### src/common/ucg_consts.vh
`ifndef UCG_CONSTS_VH
`define UCG_CONSTS_VH

// ----------------------------------------------------------------
// register byte offsets
// ----------------------------------------------------------------
`define UCG_OFF_P2_FRAC 12'h19c
`define UCG_OFF_P3_SRCDIV 12'h1a0
`define UCG_OFF_P3_OUTHALF 12'h1a4
`define UCG_OFF_P3_FRAC 12'h1a8
`define UCG_OFF_P4_SRCDIV 12'h1ac
`define UCG_OFF_P4_OUTHALF 12'h1b0
`define UCG_OFF_P4_FRAC 12'h1b4
`define UCG_OFF_P5_SRCDIV 12'h1b8

// ----------------------------------------------------------------
// decoded register ids
// ----------------------------------------------------------------
`define UCG_ID_NONE 4'h0
`define UCG_ID_P2_FRAC 4'h1
`define UCG_ID_P3_SRCDIV 4'h2
`define UCG_ID_P3_OUTHALF 4'h3
`define UCG_ID_P3_FRAC 4'h4
`define UCG_ID_P4_SRCDIV 4'h5
`define UCG_ID_P4_OUTHALF 4'h6
`define UCG_ID_P4_FRAC 4'h7
`define UCG_ID_P5_SRCDIV 4'h8

// ----------------------------------------------------------------
// field positions
// ----------------------------------------------------------------
`define UCG_MASK_HI 31
`define UCG_MASK_LO 16
`define UCG_SEL_HI 15
`define UCG_SEL_LO 14
`define UCG_DIV_HI 4
`define UCG_DIV_LO 0
`define UCG_NUM_HI 31
`define UCG_NUM_LO 16
`define UCG_DEN_HI 15
`define UCG_DEN_LO 0

// ----------------------------------------------------------------
// reset values and selector codes
// ----------------------------------------------------------------
`define UCG_RST_SEL 2'h0
`define UCG_RST_DIV 5'h0b
`define UCG_RST_FRAC 32'h0bb8ea60
`define UCG_SRC_GENERAL 2'h0
`define UCG_SRC_CRYSTAL 2'h1
`define UCG_SRC_USBPHY 2'h2
`define UCG_SRC_SECONDARY 2'h3
`define UCG_OUT_INT 2'h0
`define UCG_OUT_HALF 2'h1
`define UCG_OUT_FRAC 2'h2

`endif

### src/design/ucg_top.v
// Design decision made here: the AHB-Lite slave port.
`include "ucg_consts.vh"

module ucg_top (
    // ahb-lite slave
    input wire hclk,
    input wire hresetn,
    input wire hsel,
    input wire [31:0] haddr,
    input wire [1:0] htrans,
    input wire hwrite,
    input wire [2:0] hsize,
    input wire [31:0] hwdata,
    input wire hready,
    output reg [31:0] hrdata,
    output wire hreadyout,
    output wire hresp,
    // upstream clock enables, one-cycle pulses
    input wire general_pll_clock,
    input wire crystal_osc_input,
    input wire usb_phy_480m_clock,
    input wire secondary_pll_clock,
    // port 2 integer-divided clock enable, made upstream
    input wire port2_int_tick,
    // generated clock enables, one-cycle pulses
    output wire port2_fraction_clock,
    output wire port3_clk_en,
    output wire port4_clk_en,
    output wire port5_int_divided_clock
);

    // ----------------------------------------------------------------
    // address decode
    // ----------------------------------------------------------------
    function [3:0] ucg_decode;
        input [11:0] addr;
        begin
            if (addr == `UCG_OFF_P2_FRAC) begin
                ucg_decode = `UCG_ID_P2_FRAC;
            end else if (addr == `UCG_OFF_P3_SRCDIV) begin
                ucg_decode = `UCG_ID_P3_SRCDIV;
            end else if (addr == `UCG_OFF_P3_OUTHALF) begin
                ucg_decode = `UCG_ID_P3_OUTHALF;
            end else if (addr == `UCG_OFF_P3_FRAC) begin
                ucg_decode = `UCG_ID_P3_FRAC;
            end else if (addr == `UCG_OFF_P4_SRCDIV) begin
                ucg_decode = `UCG_ID_P4_SRCDIV;
            end else if (addr == `UCG_OFF_P4_OUTHALF) begin
                ucg_decode = `UCG_ID_P4_OUTHALF;
            end else if (addr == `UCG_OFF_P4_FRAC) begin
                ucg_decode = `UCG_ID_P4_FRAC;
            end else if (addr == `UCG_OFF_P5_SRCDIV) begin
                ucg_decode = `UCG_ID_P5_SRCDIV;
            end else begin
                ucg_decode = `UCG_ID_NONE;
            end
        end
    endfunction

    // masked update of a 2-bit field and a 5-bit field
    function [6:0] ucg_masked;
        input [6:0] old;
        input [31:0] wd;
        reg [6:0] m;
        reg [6:0] v;
        begin
            m = {wd[`UCG_MASK_LO+`UCG_SEL_HI:`UCG_MASK_LO+`UCG_SEL_LO],
                 wd[`UCG_MASK_LO+`UCG_DIV_HI:`UCG_MASK_LO+`UCG_DIV_LO]};
            v = {wd[`UCG_SEL_HI:`UCG_SEL_LO], wd[`UCG_DIV_HI:`UCG_DIV_LO]};
            ucg_masked = (old & ~m) | (v & m);
        end
    endfunction

    // ----------------------------------------------------------------
    // registers
    // ----------------------------------------------------------------
    // index 0..2 = port 3,4,5 for srcdiv; 0..1 = port 3,4 for outhalf
    // index 0..2 = port 2,3,4 for fraction ratio
    reg [6:0] srcdiv_q [0:2];
    reg [6:0] outhalf_q [0:1];
    reg [31:0] frac_q [0:2];
    reg wr_pend_q;
    reg [3:0] wr_id_q;
    wire [3:0] ap_id;
    wire ap_valid;
    reg [31:0] rd_d;
    integer i;

    assign hreadyout = 1'b1;
    assign hresp = 1'b0;
    assign ap_valid = hsel & htrans[1] & hready;
    assign ap_id = ucg_decode(haddr[11:0]);

    always @(posedge hclk or negedge hresetn) begin
        if (!hresetn) begin
            wr_pend_q <= 1'b0;
            wr_id_q <= `UCG_ID_NONE;
        end else begin
            wr_pend_q <= ap_valid & hwrite;
            wr_id_q <= ap_id;
        end
    end

    // read data is formed in the address phase so hrdata leaves a flop
    always @* begin
        rd_d = 32'h00000000;
        case (ap_id)
            `UCG_ID_P2_FRAC: rd_d = frac_q[0];
            `UCG_ID_P3_SRCDIV: rd_d = {16'h0000, srcdiv_q[0][6:5], 9'h000, srcdiv_q[0][4:0]};
            `UCG_ID_P3_OUTHALF: rd_d = {16'h0000, outhalf_q[0][6:5], 9'h000, outhalf_q[0][4:0]};
            `UCG_ID_P3_FRAC: rd_d = frac_q[1];
            `UCG_ID_P4_SRCDIV: rd_d = {16'h0000, srcdiv_q[1][6:5], 9'h000, srcdiv_q[1][4:0]};
            `UCG_ID_P4_OUTHALF: rd_d = {16'h0000, outhalf_q[1][6:5], 9'h000, outhalf_q[1][4:0]};
            `UCG_ID_P4_FRAC: rd_d = frac_q[2];
            `UCG_ID_P5_SRCDIV: rd_d = {16'h0000, srcdiv_q[2][6:5], 9'h000, srcdiv_q[2][4:0]};
            default: rd_d = 32'h00000000;
        endcase
    end

    always @(posedge hclk or negedge hresetn) begin
        if (!hresetn) begin
            hrdata <= 32'h00000000;
        end else if (ap_valid & ~hwrite) begin
            hrdata <= rd_d;
        end
    end

    always @(posedge hclk or negedge hresetn) begin
        if (!hresetn) begin
            for (i = 0; i < 3; i = i + 1) begin
                srcdiv_q[i] <= {`UCG_RST_SEL, `UCG_RST_DIV};
                frac_q[i] <= `UCG_RST_FRAC;
            end
            for (i = 0; i < 2; i = i + 1) begin
                outhalf_q[i] <= {`UCG_RST_SEL, `UCG_RST_DIV};
            end
        end else if (wr_pend_q) begin
            case (wr_id_q)
                `UCG_ID_P3_SRCDIV: srcdiv_q[0] <= ucg_masked(srcdiv_q[0], hwdata);
                `UCG_ID_P4_SRCDIV: srcdiv_q[1] <= ucg_masked(srcdiv_q[1], hwdata);
                `UCG_ID_P5_SRCDIV: srcdiv_q[2] <= ucg_masked(srcdiv_q[2], hwdata);
                `UCG_ID_P3_OUTHALF: outhalf_q[0] <= ucg_masked(outhalf_q[0], hwdata);
                `UCG_ID_P4_OUTHALF: outhalf_q[1] <= ucg_masked(outhalf_q[1], hwdata);
                `UCG_ID_P2_FRAC: frac_q[0] <= hwdata;
                `UCG_ID_P3_FRAC: frac_q[1] <= hwdata;
                `UCG_ID_P4_FRAC: frac_q[2] <= hwdata;
                default: frac_q[0] <= frac_q[0];
            endcase
        end
    end

    // ----------------------------------------------------------------
    // integer dividers, ports 3..5
    // ----------------------------------------------------------------
    wire [3:0] src_vec;
    wire [2:0] int_tick;
    assign src_vec = {secondary_pll_clock, usb_phy_480m_clock,
                      crystal_osc_input, general_pll_clock};

    genvar g;
    generate
        for (g = 0; g < 3; g = g + 1) begin : g_int
            reg [4:0] cnt_q;
            reg tick_q;
            wire src_tick;
            assign src_tick = src_vec[srcdiv_q[g][6:5]];
            // compare with >= so a smaller divisor written mid-count never hangs
            always @(posedge hclk or negedge hresetn) begin
                if (!hresetn) begin
                    cnt_q <= 5'h00;
                    tick_q <= 1'b0;
                end else begin
                    tick_q <= 1'b0;
                    if (src_tick) begin
                        if (cnt_q >= srcdiv_q[g][4:0]) begin
                            cnt_q <= 5'h00;
                            tick_q <= 1'b1;
                        end else begin
                            cnt_q <= cnt_q + 5'h01;
                        end
                    end
                end
            end
            assign int_tick[g] = tick_q;
        end
    endgenerate

    // ----------------------------------------------------------------
    // half-step dividers, ports 3..4
    // ----------------------------------------------------------------
    wire [1:0] half_tick;
    generate
        for (g = 0; g < 2; g = g + 1) begin : g_half
            reg [6:0] acc_q;
            reg tick_q;
            wire [6:0] limit;
            wire [6:0] sum;
            wire [6:0] rem;
            assign limit = {1'b0, outhalf_q[g][4:0], 1'b0} + 7'h03;
            assign sum = acc_q + 7'h02;
            assign rem = sum - limit;
            always @(posedge hclk or negedge hresetn) begin
                if (!hresetn) begin
                    acc_q <= 7'h00;
                    tick_q <= 1'b0;
                end else begin
                    tick_q <= 1'b0;
                    if (int_tick[g]) begin
                        if (sum >= limit) begin
                            tick_q <= 1'b1;
                            acc_q <= (rem >= limit) ? 7'h00 : rem;
                        end else begin
                            acc_q <= sum;
                        end
                    end
                end
            end
            assign half_tick[g] = tick_q;
        end
    endgenerate

    // ----------------------------------------------------------------
    // fractional dividers, ports 2..4
    // ----------------------------------------------------------------
    wire [2:0] frac_in;
    wire [2:0] frac_tick;
    assign frac_in = {int_tick[1], int_tick[0], port2_int_tick};
    generate
        for (g = 0; g < 3; g = g + 1) begin : g_frac
            reg [16:0] acc_q;
            reg tick_q;
            wire [16:0] num;
            wire [16:0] den;
            wire [16:0] sum;
            wire [16:0] rem;
            assign num = {1'b0, frac_q[g][`UCG_NUM_HI:`UCG_NUM_LO]};
            assign den = {1'b0, frac_q[g][`UCG_DEN_HI:`UCG_DEN_LO]};
            assign sum = acc_q + num;
            assign rem = sum - den;
            // at most one output per input tick, so num above den saturates
            always @(posedge hclk or negedge hresetn) begin
                if (!hresetn) begin
                    acc_q <= 17'h00000;
                    tick_q <= 1'b0;
                end else begin
                    tick_q <= 1'b0;
                    if (frac_in[g] && (den != 17'h00000)) begin
                        if (sum >= den) begin
                            tick_q <= 1'b1;
                            acc_q <= (rem >= den) ? 17'h00000 : rem;
                        end else begin
                            acc_q <= sum;
                        end
                    end
                end
            end
            assign frac_tick[g] = tick_q;
        end
    endgenerate

    // ----------------------------------------------------------------
    // output pick, ports 3..4
    // ----------------------------------------------------------------
    // enables are whole pulses, so a switch can only drop or add a pulse
    wire [1:0] out_tick;
    generate
        for (g = 0; g < 2; g = g + 1) begin : g_out
            reg tick_q;
            always @(posedge hclk or negedge hresetn) begin
                if (!hresetn) begin
                    tick_q <= 1'b0;
                end else begin
                    case (outhalf_q[g][6:5])
                        `UCG_OUT_INT: tick_q <= int_tick[g];
                        `UCG_OUT_HALF: tick_q <= half_tick[g];
                        `UCG_OUT_FRAC: tick_q <= frac_tick[g + 1];
                        default: tick_q <= 1'b0;
                    endcase
                end
            end
            assign out_tick[g] = tick_q;
        end
    endgenerate

    assign port3_clk_en = out_tick[0];
    assign port4_clk_en = out_tick[1];
    assign port5_int_divided_clock = int_tick[2];
    assign port2_fraction_clock = frac_tick[0];

endmodule

### config.mk
export PLATFORM = sky130hd
export DESIGN_NAME = ucg_top
export DESIGN_NICKNAME = d
export VERILOG_FILES = /design/src/design/ucg_top.v
export VERILOG_INCLUDE_DIRS = /design/src /design/src/common
export SDC_FILE = /design/constraint.sdc
export NUM_CORES = 1
export LEC_CHECK = 0
export BUFFER_PORTS_ARGS = -buffer_cell sky130_fd_sc_hd__clkbuf_2
export CAP_MARGIN = 20
export CORE_MARGIN = 2
export CORE_UTILIZATION = 25
export DETAILED_ROUTE_END_ITERATION = 8
export REMOVE_ABC_BUFFERS = 1
export SLEW_MARGIN = 20
export SYNTH_ARGS = -nofsm -noshare
export SYNTH_HDL_FRONTEND = slang
export SYNTH_SLANG_ARGS = --single-unit
### constraint.sdc
create_clock -name hclk -period 4.7 [get_ports hclk]
set_input_delay 0.47 -clock hclk [delete_from_list [all_inputs] [get_ports hclk]]
set_output_delay 0.47 -clock hclk [all_outputs]
set_load 0.005 [all_outputs]
==> summary.md, run 1 <==
The sequential fraction of the synthesis area is 35.38%, and the cell row count is 99. For the total clock buffers created by CTS, the log shows 31. Cells with a size suffix above 1 make up 29.22% of the layout. The area of the die was 75990 um2. In this run switching power makes up 42.58% of total power. The internal power contribution is 9.994 mW. The number of antenna violations at the first check in global routing was 6; the post-synthesis register bit count was 258. For the part of the total power dissipated in sequential elements, the log shows 15.8%. Measured along the y axis, the die boundary spans 275.7 um. The final reports fail on negative setup slack. TritonCTS built the clock tree. The number of enable flip-flop cells after synthesis was 0. The Yosys step of the flow raised 0 warnings. On the final layout, the worst clock skew is 27.70 ps.

Counting every sink on the clock net gives 258. Cells fill 32.02% of the core in the end. The number of nets in the final layout is 2557, and the clock transition at the registers of the reported paths is 60 ps. The kind of start point of the critical path is a flip-flop.

The startpoint identified for the worst register-to-register timing path is g_frac[0].acc_q[1]. The headroom to the max-slew limit is 26.72%, and the highest clock rate is 197.6 MHz. Pin placement for this block handled 117 I/O pins.

The post-synth design cell area is 18450 um2. The placement-stage worst setup slack was -593.4 ps. Relative to the synthesized area, the layout overhead comes to 26.65%.

VDD sags by at most 0.0005525 V. The type of the most critical hold path is input port to flip-flop. The die width works out to 275.7 um. The routed wire length was 57.41 mm; the static leakage power was 10.50 nW. The run gives 0.8908 as the final weighted congestion in routability-driven placement. For the final setup violation count, the log shows 18. Tracing the worst setup path back leads to its startpoint at g_frac[0].acc_q[1]. The first detailed-routing pass took 5 iterations. The tools report the via count of the first global-routing pass as 16030. The tools report the end of the critical path as g_frac[0].acc_q[0].

The maximum number of pins on one net before global-route repair is 101, and the average cell area after synthesis is 9.351 um2. After detailed routing, the average wire length per cell comes to 17.60 um. The global router's overall resource usage is 14.84%. The transition at the pin with the smallest max-transition slack works out to 1099 ps. The core region is 72960 um2. The logs give 896 for the number of design-rule violations left by the first detailed-router iteration and 0 for the remaining antenna violation count after routing. For the worst flop-to-flop path, the logic depth is 25. Setup repair after global routing could not meet its margin everywhere. Yosys mapped the design onto 83 distinct sky130hd cell types.

After synthesis, the share of flip-flops with an asynchronous set or reset is 100.0%. The reg-to-reg setup timing slack was -360 ps. The later pin in the worst-skew pair is clocked with a latency of 600 ps. The wire-length estimate of the detail-placed layout is 43.47 mm.

The worst path in the final design needs a cycle of 5060 ps, including I/O delays and setup. After layout, the worst path uses 107.7% of the clock period. The tools report the final worst slack as -360.1 ps.

In the routed design, unresolved DRC markers number 0. The flow ran to the end, but the final reports show violations. The tools report the instance count of the mapped netlist as 1973. Data on the critical path arrives at its endpoint at 5570 ps. The end of the worst register-to-register path is g_frac[0].acc_q[0]. Of all nets on the critical path, the largest fanout is 8.

The share of total power dissipated in combinational logic is 70.6%. Main flop type after synthesis: dfrtp_1. Dividing total power by cell area gives a power density of 745.0 nW/um2. The tools report the number of violations of the max-capacitance limit as 0. The first-pass GRT wire length is 88.98 mm, and the total count of hold-check failures in the final report is 0. Using the TritonRoute via totals, the vias-per-cell ratio works out to 4.906.

The tools report the residual overflow from global routing as 0. The final setup TNS was -5200 ps. The tools report the sort of element at the end of the critical path as a flip-flop.

The maximum number of buffers from clock root to sink came out at 3. The routed layout has 16010 vias. For the worst setup path, the data required time is 5210 ps.

The H-tree depth was 1. The number of slew-limit violations in the final report came out at 0. Port buffering added 90 buffers. For this design the total switching power over the nets is 7.412 mW. Cell at the root of the clock tree: clkbuf_16. Of the total power, the clock network draws 13.5%. For this configuration, the core starts out at a cell density of 25.29%. The critical path is of the flip-flop to flip-flop type.

The number of fill cells in the layout was 7487.
==> how the worst min path moves through the flow <==
stage / start / end / cells after the start
3_5_place_dp: hrdata[23] / hrdata[23] / 2
3_3_place_gp: hrdata[6] / hrdata[6] / 2
4_1_cts: hwdata[5] / frac_q[5] / 3
5_1_grt: hwdata[11] / frac_q[11] / 3
2_1_floorplan: hresetn / asynchronous set/reset pin / 0
6_report: hwdata[5] / frac_q[5] / 3
==> power groups by stage <==
stage               clock, mW  sequential [mW]  combinational, mW
floorplan                   0             2.71               6.74
global placement            0             2.77               10.3
detailed placement          0             2.78               10.4
CTS                      2.41             2.75               11.6
global route             2.50             2.79               13.5
finish                   2.36             2.76               12.3
==> stage by stage <==
step,cell area [um2],power [mW],std cells,hold WS (ps)
final,23360,17.41,3263,97.16
after global placement,21270,13.11,3142,464.1
after detailed placement,21270,13.16,3142,470.9
after CTS,22810,16.75,3242,77.08
after global routing,23360,18.83,3262,119.0
after floorplan,18210,9.458,1915,174.4
==> timing repair <==
item	CTS	global route
gates cloned	1	1
resized for setup	47	82
hold buffers	1	0
pin swaps	82	126
buffers inserted	41	21
endpoints found under the hold margin	87	0
endpoints found under the setup margin	48	49
==> critical path, stage by stage (launching register included) <==
cell       delay [ps]
dfrtp_1           380
ha_1              320
a211o_1           300
a21oi_2           180
o21ai_2           100
a21oi_2           210
xnor2_2           110
ha_1              340
nand4_1           150
a211oi_2          220
nor3_2             80
buf_4             140
o2111ai_2         200
o21a_1            210
xnor2_2           140
ha_1              270
nand4_1           150
nor4_2             50
a211o_1           230
a21o_1            160
a21o_1            150
a221o_1           350
inv_2              90
buf_6             150
o211ai_1           90
a31oi_1           190
==> metal layers <==
layer / global-route usage [%] / up-vias / share of wire (%)
met5: 0 / - / 0.13
met4: 4.836 / 12 / 2.8
met3: 2.218 / 97 / 4.4
met2: 25.72 / 284 / 49
met1: 18.85 / 7796 / 44
li1: - / 7818 / -
==> final cells by class <==
cell class / count / area, um2 / share of cell area [%]
inverters: 130 / 488.0 / 2.088
clock buffers: 48 / 879.6 / 3.765
repair buffers: 330 / 2337 / 10.00
flip-flops and latches: 258 / 6528 / 27.94
clock inverters: 10 / 102.6 / 0.4391
diodes: 1 / 2.502 / 0.01071
multi-input cells: 1527 / 11830 / 50.62
well taps: 959 / 1200 / 5.135
==> cell usage after synthesis, types with 26 or more instances <==
master,count,area (um2)
o211ai_1,36,270.3
nand3_1,47,235.2
inv_1,129,484.2
nor3_1,34,170.2
dfrtp_1,201,5030
clkbuf_1,37,138.9
xor2_1,26,227.7
o21a_1,29,217.7
nor2_1,127,476.7
a21oi_1,120,600.6
a21o_1,42,315.3
xnor2_1,76,665.6
nand4_1,30,187.7
ha_1,192,2402
dfstp_2,57,1498
mux2_2,121,1363
o21ai_0,107,535.5
a31oi_1,48,300.3
nand2_1,206,773.2
==> layout by cell type, fill, tap and decap left out, drive strengths merged, types with 29 or more instances in the layout <==
cell | synthesis | final
nand4 | 31 | 31
o21ai | 113 | 113
dfstp | 57 | 57
xnor2 | 76 | 76
inv | 129 | 131
nand2 | 206 | 206
clkbuf | 37 | 137
dfrtp | 201 | 201
o21a | 29 | 29
buf | 21 | 240
o211ai | 36 | 36
ha | 192 | 192
nor3 | 35 | 35
mux2 | 121 | 121
nor2 | 127 | 127
a21oi | 120 | 120
a31oi | 48 | 48
nand3 | 47 | 47
a21o | 42 | 42
==> kinds of logic (layout without fill, tap and decap cells) <==
family          count (synthesis)  in the layout  synth area share, %
buf+inv                       188            518                3.967
xor+xnor                      102            102                4.842
simple gates                  568            568                14.59
fa+ha+maj                     200            200                13.89
flops                         258            258                35.38
compound gates                521            521                18.72
mux                           134            134                8.566
other cells                     2              3              0.04071
Note: power is estimated with default switching activity, not from simulation.
==> inputs of run 2 (changes only) <==
Settings changed: CORE_UTILIZATION 25 to 55, CTS_BUF_LIST set to sky130_fd_sc_hd__clkbuf_4, PLACE_DENSITY set to 0.76.
==> run 2 against run 1 <==
The run still ends with negative setup slack left; critical path depth up 1; clock skew up 55 ps; maximum frequency shrank 1.3%; die area down 54%; via count rose by 5.8%; setup slack worse by 66 ps; count of clock-buffer cells in the layout grew 64; clock power fell by 7%; total power down 2.6%; sequential power about the same; core utilization increased by 36 points; largest cell class unchanged.
==> summary.md, run 2 (synthesis gave the netlist of run 1 again) <==
The H-tree depth is 3 (+2). Number of violations of the max-capacitance limit: 0 (unchanged). Final critical-path required period: 5126 ps (+66.24 ps). The highest-delay cell along the critical path is dfrtp_1. Final routed wire length divided by cell count: 19.61 um (+11%). The checks that failed: negative setup slack. STA classifies the critical path endpoint as a flip-flop. The run gives 1 (-5) as the number of antenna violations at the first check in global routing.

From synthesis to final layout, the design area changed by 21.87%. The routed wire length is 55.01 mm (-4.2%), and the transition at the pin with the smallest max-transition slack is 1020 ps (-79.53 ps). For the half-perimeter wire length after placement, the log shows 40.63 mm (-6.6%). The tools report the total clock sinks as 258 (unchanged). The power per cell area was 754.2 nW/um2 (+1.2%). Number of iterations in the first detailed-routing pass: 5 (unchanged).

Die width: 187.2 um (-32%). The kind of start point of the critical path is a flip-flop. Required time at the worst-slack endpoint: 5370 ps (+160 ps). The residual overflow from global routing is 0 (unchanged), and the count of input and output buffers is 90 (unchanged). The layout cell share with drive strength beyond 1 works out to 29.78% (+0.56 points). The number of top-level pins is 117 (unchanged). The number of nets in the final layout came out at 2578 (+0.82%).

The number of design-rule violations left by the first detailed-router iteration came out at 1111 (+24%). The maximum number of buffers from clock root to sink was 3 (unchanged). Setup repair after global routing could not meet its margin everywhere. The area of the die was 35030 um2 (-54%). In the layout the commonest cells are nand2_1 (204), dfrtp_1 (201), buf_4 (192). The critical path is of the flip-flop to flip-flop type.

The tools report the final setup violation count as 33 (+15). Cell at the root of the clock tree: clkbuf_4. The overall power came out at 16.96 mW (-2.6%).

The placement-stage worst setup slack came out at -513.1 ps (+80.33 ps). The logs give 0.0006018 V (+8.9%) for the maximum resistive drop on vdd and -426.3 ps (-66.24 ps) for the final worst slack. The final instance area is 22480 um2 (-3.8%). The tools report the largest clock skew in the final design as 82.39 ps (+54.69 ps). The total number of vias is 16930 (+5.8%), and the maximum single-stage delay on the critical path is 400 ps (+20 ps). The clock latency on the worst-skew pair is 780 ps (+180 ps), and the placed standard-cell area is 20390 um2 (-4.2%). The global router's overall resource usage is 31.36% (+17 points), and the die extent in y is 187.2 um (-32%). The tools report the arrival time at the worst endpoint as 5800 ps (+230 ps).

The library cell used most frequently in the layout, excluding fill and tap cells, is nand2_1. Remaining antenna violation count after routing: 0 (unchanged). The logs give 195.1 MHz (-1.3%) for the highest clock rate and 133 (+32%) for the maximum number of pins on one net before global-route repair.

The tools report the total clock buffers created by CTS as 73 (+140%). Maximum fanout count along the critical path: 8 (unchanged). TritonCTS built the clock tree. The headroom to the max-slew limit was 32.02% (+5.3 points); the number of vias per cell was 6.035 (+23%). For the via count of the first global-routing pass, the log shows 17090 (+6.6%). The effective utilization at floorplan is 55.43% (+30 points), and the clock transition at the registers of the reported paths is 70 ps (about the same). The run gives 0.9423 (+5.8%) as the final weighted congestion in routability-driven placement. Standard cell core area: 33280 um2 (-54%).

The cell row count is 67 (-32%). The final setup TNS is -6922 ps (-1722 ps), and the first-pass GRT wire length is 88.04 mm (-1.1%). For the number of slew-limit violations in the final report, the log shows 0 (unchanged).

The worst hold slack is 48.97 ps (-48.19 ps). The remaining design rule violation count came out at 0 (unchanged). The type of the most critical hold path is input port to flip-flop. The run finished, with violations left.

The period utilization is 109.1% (+1.4 points), and the total count of hold-check failures in the final report is 0 (unchanged). The cell family contributing the most delay on the critical path is compound AO/OA/AOI/OAI gates. The static leakage power was 10.48 nW (-0.23%); the number of buffer and inverter stages on the critical path was 5 (+2).
[run 2: worst paths after layout]
kind                            cells after the start  slack [ps]                from             endpoint
worst max-delay path                               26        -430  g_frac[0].acc_q[0]   g_frac[0].acc_q[6]
worst min-delay path                                2          50          hwdata[21]           frac_q[85]
worst max register to register                     26        -430  g_frac[0].acc_q[0]   g_frac[0].acc_q[6]
worst min register to register                      2         480          hrdata[22]           hrdata[22]
max in group asynchronous                           3        3020             hresetn  g_frac[1].acc_q[16]
min in group asynchronous                           2         440             hresetn   g_half[1].acc_q[6]
[run 2: area by class of cell]
class / count / area (um2)
Multi-Input combinational cell: 1527 / 11720
Fill cell: 2616 / 10800
Sequential cell: 258 / 6528
Timing Repair Buffer: 309 / 2217
Clock buffer: 112 / 840.8
Tap cell: 448 / 560.5
Inverter: 130 / 488.0
Clock inverter: 21 / 131.4
Antenna cell: 1 / 2.502
[run 2: layer usage]
metal	wire length [um]	share of wire, %	track usage [%]	up-vias
li1	-	-	-	7901
met1	23040	42	40.07	8253
met2	26540	48	52.69	639
met3	3340	6.1	4.615	140
met4	2087	3.8	14.47	0
met5	0	0	0	-
[run 2: repair_timing]
item | CTS | global route
endpoints found under the setup margin | 48 | 49
gates resized for setup | 78 | 35
hold buffers | 16 | 0
setup buffers | 39 | 15
pin swaps | 115 | 96
hold endpoints to repair | 133 | 0
gates cloned | 3 | 0
[run 2: stage by stage]
step | instances | util (%)
3_5_place_dp | 2601 | 61.25
2_1_floorplan | 1915 | -
5_1_grt | 2806 | 67.56
6_report | 2806 | 67.56
3_3_place_gp | 2601 | 61.25
4_1_cts | 2790 | 66.60
[run 2: power breakdown]
group          leakage [nW]  internal (mW)  switching, mW  total [mW]
Combinational          6.76           5.84           6.16        12.0
Clock                 0.578           1.15           1.03        2.19
Sequential             3.14           2.53          0.246        2.78
[run 2: worst reg2reg max path: cells and delay by family, from the launching register on]
kind / cells / cell delay (ps)
xor+xnor: 2 / 400
compound gates: 12 / 2270
flops: 1 / 400
buf+inv: 5 / 660
simple gates: 4 / 520
fa+ha+maj: 3 / 810
==> inputs of run 3 (changes only) <==
Settings changed: CORE_MARGIN 2 to not set, CORE_UTILIZATION 55 to 50, PLACE_DENSITY 0.76 to 0.7, SETUP_SLACK_MARGIN set to 0.05.
==> run 3 against run 2 <==
The flow still finishes with violations (negative setup slack); sequential power is essentially flat; combinational power is essentially flat; sequential cell count is the same; setup slack lost 32 ps; design area grew 1.1%; cell count grew 1.1%; global-route usage shrank 2.2 points; clock power is essentially flat; core utilization shrank 4.3 points; highest routed layer is now met5.
==> summary.md, run 3 (synthesis gave the netlist of run 1 again) <==
The run finished, with violations left. The checks that failed: negative setup slack. The final weighted congestion in routability-driven placement was 0.9263 (-1.7%); the combinational power share was 71.0% (+0.3 points).

The tools report the total clock sinks as 258 (unchanged). The tools report the number of nets in the final layout as 2593 (+0.58%). The slowest stage of the critical path belongs to the cell or3_1. The cell at the root of the clock tree is clkbuf_4. Final routed wire length divided by cell count: 19.45 um (-0.79%). For the total clock buffers created by CTS, the log shows 75 (+2.7%).

The placed standard-cell area was 20430 um2 (+0.24%); the final setup violation count was 40 (+21%). STA classifies the critical path endpoint as a flip-flop. The run gives 104 (-22%) as the maximum number of pins on one net before global-route repair. Standard cell core area: 35910 um2 (+7.9%). The tools report the number of antenna violations at the first check in global routing as 2 (+1). For the H-tree depth, the log shows 3 (unchanged). The critical path goes through ha_1 > a211o_1 > a21oi_2 > o21ai_2 > a21oi_2 > buf_4 > o21bai_2 > a21oi_2 > xnor2_2 > ha_1 > or3_1 > o211ai_1 > xnor2_1 > ha_1 > nand4_1 > nor4_2 > a211o_1 > a21o_1 > a21o_1 > a221o_1 > inv_2 > buf_12 > o211ai_1 > a31oi_1. The power per cell area came out at 756.6 nW/um2 (+0.32%).

Type of the most critical hold path: input port to flip-flop. The run gives 0 (unchanged) as the remaining design rule violation count. The highest-utilization routing layer at the global route stage was met2. The maximum resistive drop on vdd is 0.0005946 V (-1.2%), and the number of vias per cell is 5.920 (-1.9%). The tools report the required time at the worst-slack endpoint as 5360 ps (about the same).

The maximum single-stage delay on the critical path was 420 ps (+20 ps); the layout overhead on the synthesized area was 23.21%. The run gives 7.476 mW (+0.55%) as the net switching power. For the clock latency on the worst-skew pair, the log shows 800 ps (+20 ps). The logs give 55.20 mm (+0.34%) for the routed wire length and 3 (unchanged) for the maximum number of buffers from clock root to sink.

The transition at the pin with the smallest max-transition slack works out to 978.3 ps (-41.38 ps). The highest clock rate came out at 193.9 MHz (-0.61%). The met3 capacity usage during global routing was 4.192% (-0.42 points).

The maximum fanout count along the critical path was 8 (unchanged). The placement-stage worst setup slack was -541.7 ps (-28.61 ps). The worst setup path is launched from a flip-flop. The internal power contribution is 9.721 mW (+2.1%). The die extent in y came out at 194.1 um (+3.7%).

The count of input and output buffers was 90 (unchanged). The logs give 22730 um2 (+1.1%) for the final instance area and -458.0 ps (-31.62 ps) for the final worst slack. The tools report the number of top-level pins as 117 (unchanged). The number of design-rule violations left by the first detailed-router iteration is 1073 (-3.4%), and the met1 track utilization from global routing is 37.63% (-2.4 points). The period utilization came out at 109.7% (+0.67 points). Final core utilization: 63.29% (-4.3 points). The run gives 0 (unchanged) as the residual overflow from global routing. The worst setup path is of the flip-flop to flip-flop kind. For the area of the die, the log shows 37670 um2 (+7.6%).

The clock transition at the registers of the reported paths was 80 ps (about the same); the global router's overall resource usage was 29.20% (-2.2 points). The total number of vias is 16800 (-0.79%), and the first-pass GRT wire length is 87.28 mm (-0.87%). The largest clock skew in the final design was 87.49 ps (+5.096 ps).

In the layout the commonest cells are nand2_1 (205), dfrtp_1 (201), buf_4 (196). The cell row count came out at 69 (+3.0%). Leaving out fill and tap cells, the most frequent cell in the layout is nand2_1.

The number of cells in the finished layout apart from fillers is 2838 (+1.1%), and the die width is 194.1 um (+3.7%). For the total count of hold-check failures in the final report, the log shows 0 (unchanged). The final critical-path required period is 5158 ps (+31.62 ps), and the layout cell share with drive strength beyond 1 is 30.41% (+0.63 points).

The logs give 0 (unchanged) for the number of slew-limit violations in the final report and 16820 (-1.6%) for the via count of the first global-routing pass. The headroom to the max-slew limit was 34.63% (+2.6 points); the effective utilization at floorplan was 51.37% (-4.1 points). The run gives 40.30 mm (-0.80%) as the half-perimeter wire length after placement. The part of the total power dissipated in sequential elements is 16.1% (-0.3 points). The number of placed instances with taps included was 2617 (+0.62%).

The static leakage power is 10.54 nW (+0.60%). The logs give 48.97% (-3.7 points) for the global routing usage on met2 and 0 (unchanged) for the number of violations of the max-capacitance limit. Final setup TNS: -8751 ps (-1829 ps). The remaining antenna violation count after routing was 0 (unchanged); the part of the total power dissipated in the clock network was 12.8% (about the same).

The number of iterations in the first detailed-routing pass was 7 (+2); the fraction of power spent switching nets was 43.47% (-0.38 points). TritonCTS built the clock tree. Arrival time at the worst endpoint: 5810 ps (about the same).

Setup repair after global routing could not meet its margin everywhere.
-- run 3: cell type report --
cell class	instances	area [um2]
fillers	2941	13180
multi-input cells	1527	11780
flip-flops and latches	258	6528
repair buffers	322	2365
clock buffers	111	833.3
well taps	461	576.8
inverters	130	488.0
clock inverters	26	148.9
diodes	3	7.507
-- run 3: worst max-delay path, delay by kind of cell, from the launching register on --
| family | cells | cell delay, ps |
|---|---|---|
| AOI/OAI and AO/OA | 13 | 2360 |
| buffers and inverters | 3 | 400 |
| DFF | 1 | 390 |
| and+or+nand+nor | 3 | 610 |
| xor gates and xnor gates | 2 | 320 |
| adders and majority gates | 3 | 920 |
-- run 3: per-layer routing --
layer	routed length, um	part of all wire [%]
met5	13	0.024
met2	26700	48
met4	1786	3.2
met3	2896	5.2
met1	23810	43
-- run 3: per-stage QoR --
| step | power (mW) | hold slack (ps) |
|---|---|---|
| after CTS | 16.46 | 0.5522 |
| final | 17.20 | 63.45 |
| after floorplan | 9.458 | 174.4 |
| after global routing | 18.54 | 65.15 |
| after detailed placement | 12.77 | 470.1 |
| after global placement | 12.53 | 461.6 |
-- run 3: final timing paths --
path                       startpoint            endpoint  slack [ps]  cells past startpoint
max reg2reg                frac_q[81]  g_frac[0].acc_q[1]        -460                     24
min in group asynchronous     hresetn  g_half[1].acc_q[2]         330                      2
min reg2reg                hrdata[21]          hrdata[21]         480                      2
max in group asynchronous     hresetn          frac_q[30]        3230                      3
min                          haddr[0]          wr_id_q[0]          60                      4
max                        frac_q[81]  g_frac[0].acc_q[1]        -460                     24
-- run 3: power by group through the flow --
stage	Sequential [mW]	Combinational (mW)	Clock, mW
after floorplan	2.71	6.74	0
after global placement	2.78	9.75	0
after detailed placement	2.78	9.99	0
after CTS	2.77	11.4	2.26
after global routing	2.80	13.4	2.37
final	2.77	12.2	2.21
-- run 3: timing repair --
item                       CTS  global route
resized for setup           82            48
pin swaps                   96            85
hold endpoints to repair   130             0
cloned                       3             1
buffers inserted            50            14
hold buffers                21             0
setup endpoints to repair   48            49
